### config.mk
export PLATFORM = sky130hd
export DESIGN_NAME = sync_serial_shift_port
export DESIGN_NICKNAME = d
export VERILOG_FILES = /design/src/shift_port_pkg.sv /design/src/byte_stream_if.sv /design/src/sync_serial_shift_port.sv /design/src/byte_fifo.sv /design/src/link_sampler.sv
export SDC_FILE = /design/constraint.sdc
export NUM_CORES = 1
export LEC_CHECK = 0
export BUFFER_PORTS_ARGS = -buffer_cell sky130_fd_sc_hd__buf_4
export CAP_MARGIN = 40
export CORE_UTILIZATION = 59
export DETAILED_ROUTE_END_ITERATION = 16
export PLACE_DENSITY_LB_ADDON = 0.1
export SLEW_MARGIN = 10
export SYNTH_ARGS = -nofsm -noshare
export SYNTH_HDL_FRONTEND = slang
export SYNTH_SLANG_ARGS = --single-unit
export TNS_END_PERCENT = 1
### constraint.sdc
create_clock -name clk_in -period 2.3 [get_ports clk_in]
set_input_delay 0.46 -clock clk_in [delete_from_list [all_inputs] [get_ports clk_in]]
set_output_delay 0.46 -clock clk_in [all_outputs]
set_load 0.02 [all_outputs]
### src/shift_port_pkg.sv
// shift_port_pkg: constants and types shared by the serial shift port files.
// assumes a 100 MHz core clock standing in for the instruction cycle clock.
`default_nettype none
package shift_port_pkg;
  localparam int DATA_W = 8;
  localparam int FIFO_DEPTH = 8;
  localparam logic [3:0] BIT_COUNT = 4'h8;
  // shift clock periods in core cycles, half periods derived
  localparam logic [3:0] RATE_PERIOD_00 = 4'h2;
  localparam logic [3:0] RATE_PERIOD_01 = 4'h4;
  localparam logic [3:0] RATE_PERIOD_1X = 4'h8;
  localparam logic [7:0] SHREG_RESET = 8'h00;
  localparam logic PHASE_RESET = 1'b0;
  typedef enum logic [1:0] {
    ST_IDLE = 2'b00,
    ST_LOW = 2'b01,
    ST_HIGH = 2'b11
  } shift_state_t;
endpackage : shift_port_pkg
`default_nettype wire

### src/byte_stream_if.sv
// byte_stream_if: valid/ready byte stream between internal modules.
// assumes producer and consumer share the core clock.
`default_nettype none
interface byte_stream_if;
  logic valid;
  logic ready;
  logic [7:0] data;
  modport src (output valid, output data, input ready);
  modport snk (input valid, input data, output ready);
endinterface : byte_stream_if
`default_nettype wire

### src/sync_serial_shift_port.sv
// sync_serial_shift_port: 8-bit serial shift port, master or slave.
// assumes a cpu-side model drives the control bits as plain ports and
// pops received bytes from the receive FIFO.
// Functional notes
// - eight-bit shift register moves data in on serial in, out on serial out
// - internal shift clock makes a master; external shift clock makes a slave
// - port is active and pins routed only while port select is one
// - master period 2, 4 or 8 cycles from rate select high/low
// - setting busy starts shifting; hardware clears busy after eight bits
// - software clearing busy early stops shifting with fewer bits moved
// - with interrupt enabled, a completed eight-bit shift requests interrupt
// - only the master drives the shift clock and starts transfers
// - master: bit5 output carries shift clock; bit4 output or high impedance
// - slave: bit5 input takes shift clock; bit4 output or high impedance
// - shift clock output rests low when no shift is in progress
// - slave clears busy after eight external shift clock pulses
// - normal phase: sample on rising, shift and output on falling edge
// - alternate phase: sample on falling, present output on rising edge
// - phase select sits on port g bit6 config; set means alternate
// - phase select comes up cleared at reset, normal phase
`default_nettype none
module sync_serial_shift_port
  import shift_port_pkg::*;
(
  // clock and reset
  input wire logic clk_in,
  input wire logic nrst_in,
  // control bits
  input wire logic serial_port_select_in,
  input wire logic rate_select_low_in,
  input wire logic rate_select_high_in,
  input wire logic int_enable_in,
  input wire logic [2:0] port_g_config_in, // bit4, bit5, bit6 config
  // busy flag of the processor status word
  input wire logic busy_set_in,
  input wire logic busy_clear_in,
  output logic busy_out,
  // software load of the shift register
  input wire logic load_in,
  input wire logic [shift_port_pkg::DATA_W-1:0] load_data_in,
  output logic [shift_port_pkg::DATA_W-1:0] shift_data_out,
  // received bytes
  output logic rx_valid_out,
  output logic [shift_port_pkg::DATA_W-1:0] rx_data_out,
  input wire logic rx_ready_in,
  output logic done_irq_out,
  // link pins; output enables are low while driving
  input wire logic serial_in,
  input wire logic shift_clock_in,
  output logic shift_clock_out,
  output logic shift_clock_oe_n_out,
  output logic serial_out,
  output logic serial_oe_n_out
);
  import shift_port_pkg::*;

  logic ck_lvl, ck_rise, ck_fall, si_lvl;
  logic fifo_full_n;
  byte_stream_if rx_if ();

  link_sampler u_sampler (
    .clk_in(clk_in),
    .nrst_in(nrst_in),
    .clk_pin_in(shift_clock_in),
    .data_pin_in(serial_in),
    .clk_level_out(ck_lvl),
    .clk_rise_out(ck_rise),
    .clk_fall_out(ck_fall),
    .data_level_out(si_lvl)
  );

  byte_fifo #(.WIDTH(DATA_W), .DEPTH(FIFO_DEPTH)) u_fifo (
    .clk_in(clk_in),
    .nrst_in(nrst_in),
    .in_valid_in(rx_if.valid),
    .in_data_in(rx_if.data),
    .in_ready_out(fifo_full_n),
    .out_valid_out(rx_valid_out),
    .out_data_out(rx_data_out),
    .out_ready_in(rx_ready_in)
  );
  assign rx_if.ready = fifo_full_n;

  // half period of the master shift clock from the rate bits
  function automatic logic [3:0] half_period(input logic hi, input logic lo);
    if (hi) begin
      half_period = RATE_PERIOD_1X >> 1;
    end else if (lo) begin
      half_period = RATE_PERIOD_01 >> 1;
    end else begin
      half_period = RATE_PERIOD_00 >> 1;
    end
  endfunction : half_period

  shift_state_t st_q, st_d;
  logic [7:0] sh_q, sh_d;
  logic [3:0] cnt_q, cnt_d, div_q, div_d;
  logic busy_q, busy_d, sck_q, sck_d, so_q, so_d, smp_q, smp_d;
  logic irq_q, irq_d, push_q, push_d, phase_q, phase_d;
  logic sck_oe_n_q, sck_oe_n_d, so_oe_n_q, so_oe_n_d;
  logic master, alt, rise_ev, fall_ev, sample_ev, out_ev;

  // pins: bit4 config = data out, bit5 config = clock direction
  assign master = port_g_config_in[1];
  assign alt = phase_q;

  // edge events: internal clock toggles in master, synchronised pin in slave
  always_comb begin
    rise_ev = 1'b0;
    fall_ev = 1'b0;
    if (master) begin
      if (st_q != ST_IDLE && div_q == 4'h1) begin
        rise_ev = !sck_q;
        fall_ev = sck_q;
      end
    end else begin
      rise_ev = ck_rise;
      fall_ev = ck_fall;
    end
    sample_ev = alt ? fall_ev : rise_ev;
    out_ev = alt ? rise_ev : fall_ev;
  end

  // shift engine next state
  always_comb begin
    st_d = st_q;
    sh_d = sh_q;
    cnt_d = cnt_q;
    div_d = div_q;
    busy_d = busy_q;
    sck_d = sck_q;
    so_d = so_q;
    smp_d = smp_q;
    irq_d = 1'b0;
    push_d = 1'b0;
    phase_d = port_g_config_in[2];
    sck_oe_n_d = !(serial_port_select_in && master);
    so_oe_n_d = !(serial_port_select_in && port_g_config_in[0]);
    if (load_in && !sck_q) begin
      sh_d = load_data_in; // load honoured only with clock low
    end
    if (busy_set_in && serial_port_select_in) begin
      busy_d = 1'b1;
    end
    case (st_q)
      ST_IDLE: begin
        sck_d = 1'b0;
        so_d = sh_d[7];
        if (busy_d) begin
          st_d = ST_LOW;
          cnt_d = 4'h0;
          div_d = half_period(rate_select_high_in, rate_select_low_in);
        end
      end
      ST_LOW, ST_HIGH: begin
        if (busy_clear_in || !serial_port_select_in) begin
          busy_d = 1'b0; // early stop, partial byte kept
          st_d = ST_IDLE;
          sck_d = 1'b0;
        end else begin
          if (master) begin
            div_d = (div_q == 4'h1) ?
              half_period(rate_select_high_in, rate_select_low_in) :
              div_q - 4'h1;
            if (rise_ev) begin
              sck_d = 1'b1; // only master drives the clock
            end
            if (fall_ev) begin
              sck_d = 1'b0;
            end
          end
          if (sample_ev) begin
            smp_d = master ? si_lvl : si_lvl;
          end
          if (out_ev && cnt_q != 4'h0 || (out_ev && alt && cnt_q == 4'h0 &&
              1'b0)) begin
            so_d = sh_q[7];
          end
          if (fall_ev) begin
            // register advances on falling edge, msb first
            sh_d = {sh_q[6:0], alt ? si_lvl : smp_q};
            cnt_d = cnt_q + 4'h1;
            so_d = alt ? so_q : sh_q[6];
            if (cnt_q + 4'h1 == BIT_COUNT) begin
              busy_d = 1'b0;
              st_d = ST_IDLE;
              push_d = 1'b1;
              irq_d = int_enable_in;
            end
          end
          if (rise_ev && alt) begin
            so_d = sh_q[7]; // present on rising edge
          end
          st_d = (busy_d == 1'b0) ? ST_IDLE : (sck_d ? ST_HIGH : ST_LOW);
        end
      end
      default: begin
        st_d = ST_IDLE;
      end
    endcase
  end

  always_ff @(posedge clk_in or negedge nrst_in) begin
    if (!nrst_in) begin
      st_q <= ST_IDLE;
      sh_q <= SHREG_RESET;
      cnt_q <= 4'h0;
      div_q <= 4'h0;
      busy_q <= 1'b0;
      sck_q <= 1'b0;
      so_q <= 1'b0;
      smp_q <= 1'b0;
      irq_q <= 1'b0;
      push_q <= 1'b0;
      phase_q <= PHASE_RESET;
      sck_oe_n_q <= 1'b1;
      so_oe_n_q <= 1'b1;
    end else begin
      st_q <= st_d;
      sh_q <= sh_d;
      cnt_q <= cnt_d;
      div_q <= div_d;
      busy_q <= busy_d;
      sck_q <= sck_d;
      so_q <= so_d;
      smp_q <= smp_d;
      irq_q <= irq_d;
      push_q <= push_d;
      phase_q <= phase_d;
      sck_oe_n_q <= sck_oe_n_d;
      so_oe_n_q <= so_oe_n_d;
    end
  end

  // completed bytes go to the FIFO; a full FIFO drops the byte
  assign rx_if.valid = push_q;
  assign rx_if.data = sh_q;

  assign busy_out = busy_q;
  assign shift_data_out = sh_q;
  assign done_irq_out = irq_q;
  assign shift_clock_out = sck_q;
  assign shift_clock_oe_n_out = sck_oe_n_q;
  assign serial_out = so_q;
  assign serial_oe_n_out = so_oe_n_q;
endmodule : sync_serial_shift_port
`default_nettype wire

### src/byte_fifo.sv
// byte_fifo: synchronous FIFO with valid/ready on both sides.
// assumes one clock; full and empty are exact.
`default_nettype none
module byte_fifo #(
  parameter int WIDTH = 8,
  parameter int DEPTH = 8
) (
  // clock and reset
  input wire logic clk_in,
  input wire logic nrst_in,
  // fill side
  input wire logic in_valid_in,
  input wire logic [WIDTH-1:0] in_data_in,
  output logic in_ready_out,
  // drain side
  output logic out_valid_out,
  output logic [WIDTH-1:0] out_data_out,
  input wire logic out_ready_in
);
  localparam int AW = $clog2(DEPTH);
  logic [WIDTH-1:0] mem [DEPTH];
  logic [AW-1:0] wr_q, wr_d, rd_q, rd_d;
  logic [AW:0] cnt_q, cnt_d;
  logic push, pop;

  // occupancy bookkeeping
  always_comb begin
    push = in_valid_in && in_ready_out; // a full FIFO refuses the word
    pop = out_valid_out && out_ready_in;
    wr_d = push ? wr_q + 1'b1 : wr_q;
    rd_d = pop ? rd_q + 1'b1 : rd_q;
    cnt_d = cnt_q + (AW+1)'(push) - (AW+1)'(pop);
  end

  always_ff @(posedge clk_in or negedge nrst_in) begin
    if (!nrst_in) begin
      wr_q <= '0;
      rd_q <= '0;
      cnt_q <= '0;
    end else begin
      wr_q <= wr_d;
      rd_q <= rd_d;
      cnt_q <= cnt_d;
    end
  end

  // storage has no reset; only written entries are ever read
  always_ff @(posedge clk_in) begin
    if (push) begin
      mem[wr_q] <= in_data_in;
    end
  end

  assign in_ready_out = (cnt_q != (AW+1)'(DEPTH));
  assign out_valid_out = (cnt_q != '0);
  assign out_data_out = mem[rd_q];
endmodule : byte_fifo
`default_nettype wire

### src/link_sampler.sv
// link_sampler: three-stage synchroniser for the link inputs with edges.
// assumes inputs are asynchronous to clk_in.
`default_nettype none
module link_sampler (
  // clock and reset
  input wire logic clk_in,
  input wire logic nrst_in,
  // raw pins
  input wire logic clk_pin_in,
  input wire logic data_pin_in,
  // filtered levels and edges
  output logic clk_level_out,
  output logic clk_rise_out,
  output logic clk_fall_out,
  output logic data_level_out
);
  logic [2:0] ck_q, dt_q;
  logic ck_lvl_q, ck_lvl_d, dt_lvl_q, dt_lvl_d;

  // a change counts only once stages two and three agree
  always_comb begin
    ck_lvl_d = (ck_q[1] == ck_q[2]) ? ck_q[2] : ck_lvl_q;
    dt_lvl_d = (dt_q[1] == dt_q[2]) ? dt_q[2] : dt_lvl_q;
  end

  always_ff @(posedge clk_in or negedge nrst_in) begin
    if (!nrst_in) begin
      ck_q <= 3'h0;
      dt_q <= 3'h0;
      ck_lvl_q <= 1'b0;
      dt_lvl_q <= 1'b0;
    end else begin
      ck_q <= {ck_q[1:0], clk_pin_in};
      dt_q <= {dt_q[1:0], data_pin_in};
      ck_lvl_q <= ck_lvl_d;
      dt_lvl_q <= dt_lvl_d;
    end
  end

  assign clk_level_out = ck_lvl_q;
  assign clk_rise_out = ck_lvl_d && !ck_lvl_q;
  assign clk_fall_out = !ck_lvl_d && ck_lvl_q;
  // data level leaves one stage early so that, as master, a bit that the
  // partner turns on our own edge is seen before the next edge of the
  // slowest shift clock; it still needs stages two and three to agree
  assign data_level_out = dt_lvl_d;
endmodule : link_sampler
`default_nettype wire

==> flow_metrics.env, run 1 <==
export IMPL_status="finished, violations left"
export IMPL_violations="setup timing"
export IMPL_fin_area_mm2=0.00563
export IMPL_slew_violations=0
export IMPL_crit_type="flip-flop to output port"
export IMPL_fp_dieW_um=92.1
export IMPL_clock_fmax_mhz=420
export IMPL_syn_inst=302
export IMPL_synth_avg_cell_area_um2=15.8
export IMPL_syn2layout_area_growth_pct=17.7
export IMPL_worstPathCellList="buf_12 > mux4_2 > mux2_4 > buf_6"
export IMPL_slew_headroom=0.606
export IMPL_grt_max_degree=46
export IMPL_synth_cell_types=58
export IMPL_initial_core_util=0.616
export IMPL_antennaDiodeCount=0
export IMPL_vias=2752
export IMPL_via_per_inst=5.83
export IMPL_multiInputGateArea_mm2=0.00165
export IMPL_cp_required_ns=1.84
export IMPL_syn_nets=339
export IMPL_timing_final_crit_share=1.04
export IMPL_crit_family="multiplexers"
export IMPL_synth_ff_type="edfxtp_1"
export IMPL_cts_tree="yes"
export IMPL_die_height_um=92.1
export IMPL_rsz0062_at_grt="yes"
export IMPL_drt_iter0_markers=159
export IMPL_routed_top_layer="met4"
export IMPL_dr_pass1_iters=4
export IMPL_place_gp_congestion=0.876
export IMPL_worst_pin_slew_ns=0.591
export IMPL_fin_setup_tns_ns=-0.587
export IMPL_ant_nets=0
export IMPL_fin_worst_skew_ns=0.0103
export IMPL_io_pin_count=46
export IMPL_total_power_mw=5.66
export IMPL_core_area_mm2=0.00777
export IMPL_cts_hold_buf=0
export IMPL_syn_area_mm2=0.00479
export IMPL_routedWlPerCell_um=18.5
export IMPL_crit_buf_inv=2
export IMPL_wl_um=8720
export IMPL_final_nets=402
export IMPL_r2r_slack_ns=0.12
export IMPL_regArea_mm2=0.00305
export IMPL_clock_sinks=109
export IMPL_cts_buffers=9
export IMPL_overflow=0
export IMPL_critPathMaxFanout=9
export IMPL_root_buffer="clkbuf_8"
export IMPL_clockBufferDepth=2
export IMPL_setup_slack_ns=-0.0816
export IMPL_layout_drive_gt1_share=0.357
export IMPL_pwr_density_cell_mw_per_mm2=1010
export IMPL_wl_met3_um=281
export IMPL_place_hpwl_um=5910
export IMPL_grt_antenna_before_repair=0
export IMPL_arrival_ns=1.92
export IMPL_hp_class="input pin to asynchronous set/reset pin"
export IMPL_worstSkewPairLatency_ns=0.37
export IMPL_fillers=512
export IMPL_crit_path_end_kind="output port"
export IMPL_die_area_mm2=0.00848
export IMPL_power_leakage_nw=2.25
export IMPL_async_flop_share=0.413
export IMPL_grt_pass1_vias=2768
export IMPL_hold_violations=0
export IMPL_startpoint_type="flip-flop"
export IMPL_path_clk_slew_ns=0.11
export IMPL_setup_violations=8
export IMPL_drcViolationCount=0
export IMPL_m1WireLength_um=3880
export IMPL_cpPeakStageDelay_ns=0.52
export IMPL_fin_crit_ns=2.38
export IMPL_synth_edf_count=64
export IMPL_io_buffers=45
export IMPL_peakVddDrop_uv=626
export IMPL_yosysSeqAreaShare=0.637
export IMPL_maxCapViolCount=0
export IMPL_grt_use_total=0.225
export IMPL_htree_levels=3
export IMPL_ys_seq_elements=109
export IMPL_dr_wl_met2_um=4380
export IMPL_grt_pass1_wl_um=14100
export IMPL_placed_area_mm2=0.00534
export IMPL_yosys_warnings=0
export IMPL_hold_worst_slack_ns=0.0820
export IMPL_critPathSlowestCell="mux4_2"
export IMPL_rows=32
==> synth_stat cells, types with 3 or more instances <==
cell type	number	area, um2
ha_1	13	163
buf_2	3	15.0
mux2_2	22	248
xnor2_1	5	43.8
inv_1	15	56.3
a21oi_1	4	20.0
nor3_1	6	30.0
nor2_1	13	48.8
a21o_1	3	22.5
edfxtp_1	64	1920
o21a_1	3	22.5
nand2b_1	4	25.0
nor2b_1	3	18.8
mux4_2	16	360
o21ai_0	7	35.0
nand2_1	13	48.8
nand3_1	3	15.0
mux2_4	4	60.1
mux2i_1	4	40.0
dfrtp_1	43	1080
clkbuf_1	5	18.8
==> flip-flops by register name (all words and copies together) (netlist names), 3 cells and up <==
register        flops
u_sampler.dt_q      3
div_q               4
u_fifo.rd_q         3
cnt_q               4
u_fifo.mem         64
u_sampler.ck_q      3
u_fifo.wr_q         3
shift_data_out      8
u_fifo.cnt_q        4
==> what timing repair did <==
| action | 4_1_cts | 5_1_grt |
|---|---|---|
| buffers inserted | 1 | 0 |
| cloned | 0 | 1 |
| endpoints found under the hold margin | 0 | 0 |
| endpoints found under the setup margin | 8 | 8 |
| resized for setup | 15 | 2 |
==> layout make-up <==
class,instances,area share
Tap cell,102,0.0227
Timing Repair Buffer,64,0.0982
Sequential cell,109,0.542
Multi-Input combinational cell,166,0.292
Inverter,15,0.0100
Clock buffer,9,0.0220
Clock inverter,7,0.0131
==> layout by cell type, fill, tap and decap left out, types with 2 or more instances in the layout <==
master,n
edfxtp_1,64
buf_4,53
dfrtp_1,42
mux4_2,16
inv_1,15
mux2_2,14
nor2_1,13
nand2_1,13
ha_1,13
mux2_4,12
clkbuf_8,9
buf_6,8
o21ai_0,7
nor3_1,6
xnor2_1,5
mux2i_1,4
nand2b_1,4
a21oi_1,4
nor2b_1,3
a21o_1,3
o21a_1,3
nand3_1,3
inv_6,3
maj3_1,2
nand3b_1,2
xor2_1,2
nor3b_1,2
a221oi_1,2
a22o_1,2
o31ai_1,2
nor4b_1,2
a211o_1,2
inv_8,2
buf_12,2
dfstp_2,2
==> worst reg2reg max path, delay by kind of cell (launching register included) <==
family | cells | cell delay [ns]
compound gates | 1 | 0.26
fa+ha+maj | 1 | 0.16
buf+inv | 1 | 0.08
flops | 1 | 0.41
mux | 1 | 0.34
simple gates | 2 | 0.81
==> stage by stage <==
step / instances / utilization / setup WS [ns]
after CTS: 471 / 0.721 / -0.0979
after global placement: 454 / 0.688 / 0.206
after global routing: 472 / 0.725 / -0.141
final: 472 / 0.725 / -0.0816
after detailed placement: 454 / 0.688 / 0.174
after floorplan: 302 / - / 0.116
==> cells by family (layout without fill, tap and decap cells) <==
| logic type | count (synthesis) | in the layout | synth area share |
|---|---|---|---|
| multiplexers | 47 | 47 | 0.150 |
| XOR/XNOR | 7 | 7 | 0.0128 |
| flip-flops | 109 | 109 | 0.637 |
| adder cells (fa/ha/maj) | 16 | 16 | 0.0424 |
| AO/OA/AOI/OAI | 36 | 36 | 0.0601 |
| AND/OR/NAND/NOR | 60 | 60 | 0.0719 |
| buffers and inverters | 27 | 95 | 0.0251 |
==> report_power, final <==
group | leakage, nW | internal (mW) | switching (mW) | total (mW)
Sequential | 1.13 | 2.26 | 0.216 | 2.48
Clock | 0.101 | 0.432 | 0.683 | 1.12
Combinational | 1.02 | 1.14 | 0.926 | 2.07
Total | 2.25 | 3.84 | 1.83 | 5.66
==> per-layer routing <==
layer  vias to the layer above  global-route usage
li1                       1266                   -
met1                      1393               0.305
met2                        79               0.366
met3                        14              0.0398
met4                         0              0.0859
met5                         -                   0
==> path summary, 6_finish.rpt <==
check | startpoint | to | cells after the start
worst max-delay path | u_fifo.rd_q[0] | rx_data_out[0] | 4
worst min-delay path | nrst_in | u_fifo.rd_q[2] | 1
worst max register to register | div_q[1] | smp_q | 6
worst min register to register | u_sampler.dt_q[0] | u_sampler.dt_q[1] | 0
max in group asynchronous | nrst_in | u_fifo.rd_q[0] | 1
min in group clk_in | port_g_config_in[2] | alt | 1
Power figures use the tool's default switching activity.
==> inputs of run 2 (changes only) <==
- CTS_CLUSTER_DIAMETER: not set -> 60
- RECOVER_POWER: not set -> 25
- SLEW_MARGIN: 10 -> 40
==> run 2 against run 1 <==
Against the previous run: the run still ends with setup timing left; die area stayed put; sequential power about the same; wire length hardly changed; sequential share of layout area increased by 0.060 points; register-to-register slack hardly changed; global-route usage unchanged; final cell count did not move.
==> flow_metrics.env, run 2 (synthesis gave the netlist of run 1 again) <==
export IMPL_crit_type="flip-flop to output port"
export IMPL_status="finished, violations left"
export IMPL_clock_sinks=109
export IMPL_dr_pass1_iters=4
export IMPL_critPathMaxFanout=9
export IMPL_final_common_cell="edfxtp_1"
export IMPL_grt_pass1_vias=2768
export IMPL_place_gp_congestion=0.876
export IMPL_worst_path_stages=4
export IMPL_crit_family="multiplexers"
export IMPL_root_buffer="clkbuf_8"
export IMPL_grt_max_degree=46
export IMPL_fin_setup_tns_ns=-0.574
export IMPL_grt_pass1_wl_um=14100
export IMPL_rows=32
export IMPL_setup_violations=8
export IMPL_p_switching_mw=1.83
export IMPL_drcViolationCount=0
export IMPL_regArea_mm2=0.00305
export IMPL_cp_required_ns=1.84
export IMPL_rsz0062_at_grt="yes"
export IMPL_p_seq_frac=0.438
export IMPL_combPwrFrac=0.365
export IMPL_met1_usage=0.305
export IMPL_multiInputGateArea_mm2=0.00165
export IMPL_violations="setup timing"
export IMPL_met2_usage=0.366
export IMPL_placed_area_mm2=0.00534
export IMPL_final_nets=402
export IMPL_worstPathCellList="buf_12 > mux4_2 > mux2_4 > buf_6"
export IMPL_r2r_start="div_q[1]"
export IMPL_clockBufferDepth=2
export IMPL_ant_nets=0
export IMPL_stdcell_count=472
export IMPL_cell_internal_pwr_mw=3.84
export IMPL_slew_headroom=0.248
export IMPL_io_buffers=45
export IMPL_die_area_mm2=0.00848
export IMPL_cpPeakStageDelay_ns=0.52
export IMPL_peakVddDrop_uv=625
export IMPL_dp_cells=454
export IMPL_worstSkewPairLatency_ns=0.37
export IMPL_setup_slack_ns=-0.0798
export IMPL_total_power_mw=5.66
export IMPL_clkPwrFrac=0.197
export IMPL_io_pin_count=46
export IMPL_arrival_ns=1.92
export IMPL_wl_um=8720
export IMPL_routedWlPerCell_um=18.5
export IMPL_maxCapViolCount=0
export IMPL_antennaDiodeCount=0
export IMPL_slew_violations=0
export IMPL_post_place_ws_ns=0.174
export IMPL_fin_crit_ns=2.38
export IMPL_syn2layout_area_growth_pct=17.5
export IMPL_cts_buffers=9
export IMPL_fillers=511
export IMPL_power_leakage_nw=2.24
export IMPL_layout_drive_gt1_share=0.354
export IMPL_cts_tree="yes"
export IMPL_worstRegToRegCells=6
export IMPL_pwr_density_cell_mw_per_mm2=1010
export IMPL_r2r_slack_ns=0.12
export IMPL_gr_usage_met3=0.0398
export IMPL_finish_utilization=0.724
export IMPL_grt_antenna_before_repair=0
export IMPL_fin_worst_skew_ns=0.0104
export IMPL_hold_depth=1
export IMPL_critPathSlowestCell="mux4_2"
export IMPL_hold_violations=0
export IMPL_path_clk_slew_ns=0.11
export IMPL_die_height_um=92.1
export IMPL_fp_dieW_um=92.1
export IMPL_switching_share=0.322
export IMPL_htree_levels=3
export IMPL_fin_area_mm2=0.00563
export IMPL_drt_iter0_markers=155
export IMPL_crit_start="u_fifo.rd_q[0]"
export IMPL_overflow=0
export IMPL_hold_worst_slack_ns=0.217
export IMPL_critical_path_endpoint="rx_data_out[0]"
export IMPL_core_area_mm2=0.00777
export IMPL_grt_use_total=0.225
export IMPL_worst_pin_slew_ns=1.13
export IMPL_largest_register="u_fifo.mem"
export IMPL_vias=2753
export IMPL_hp_class="input pin to flip-flop"
export IMPL_mostFrequentLayoutCells="edfxtp_1, buf_4, dfrtp_1"
export IMPL_largest_register_ffs=64
export IMPL_via_per_inst=5.83
export IMPL_top_usage_layer="met2"
export IMPL_initial_core_util=0.616
export IMPL_timing_final_crit_share=1.03
export IMPL_crit_path_end_kind="output port"
export IMPL_crit_buf_inv=2
export IMPL_startpoint_type="flip-flop"
export IMPL_place_hpwl_um=5910
export IMPL_r2r_end="smp_q"
export IMPL_clock_fmax_mhz=420
==> run 2: cell types whose count changed in the layout (fill, tap and decap cells not counted) <==
cell | before | now
clkbuf_4 | 0 | 3
buf_4 | 53 | 48
clkbuf_1 | 0 | 1
clkbuf_2 | 0 | 1
==> run 2: worst register-to-register path, cell delays in order, from the launching register on <==
cell	delay, ns
dfrtp_1	0.41
inv_1	0.08
ha_1	0.16
or3b_4	0.42
or3_1	0.39
a221oi_2	0.26
mux2_1	0.34
==> run 2: worst min path at each step <==
stage / startpoint / slack [ns] / endpoint
5_1_grt: serial_in / 0.19 / u_sampler.dt_q[0]
3_3_place_gp: u_sampler.dt_q[0] / 0.34 / u_sampler.dt_q[1]
4_1_cts: nrst_in / 0.09 / u_fifo.rd_q[0]
2_1_floorplan: nrst_in / 0.16 / alt
6_report: port_g_config_in[2] / 0.22 / alt
3_5_place_dp: u_sampler.dt_q[0] / 0.34 / u_sampler.dt_q[1]
==> run 2: layout make-up <==
class | instances | share of cell area
repair buffers | 64 | 0.0972
inverters | 15 | 0.0100
well taps | 102 | 0.0227
clock inverters | 7 | 0.0131
multi-input cells | 166 | 0.292
flip-flops and latches | 109 | 0.542
clock buffers | 9 | 0.0220
==> run 2: power by group through the flow <==
stage	Combinational (mW)	Clock [mW]	Sequential (mW)
floorplan	1.32	0	2.45
global placement	1.84	0	2.48
detailed placement	1.87	0	2.50
CTS	2.04	1.15	2.46
global route	2.26	1.23	2.51
finish	2.07	1.11	2.48
==> run 2: metal layers <==
layer  up-vias  wire (um)
met5         -          0
met1      1399       3880
li1       1266          -
met4         0        177
met3        14        276
met2        74       4380
==> run 2: what timing repair did <==
item	4_1_cts	5_1_grt
gates cloned	0	1
hold buffers	0	0
buffers inserted	1	0
endpoints found under the setup margin	8	8
gates resized for setup	15	2
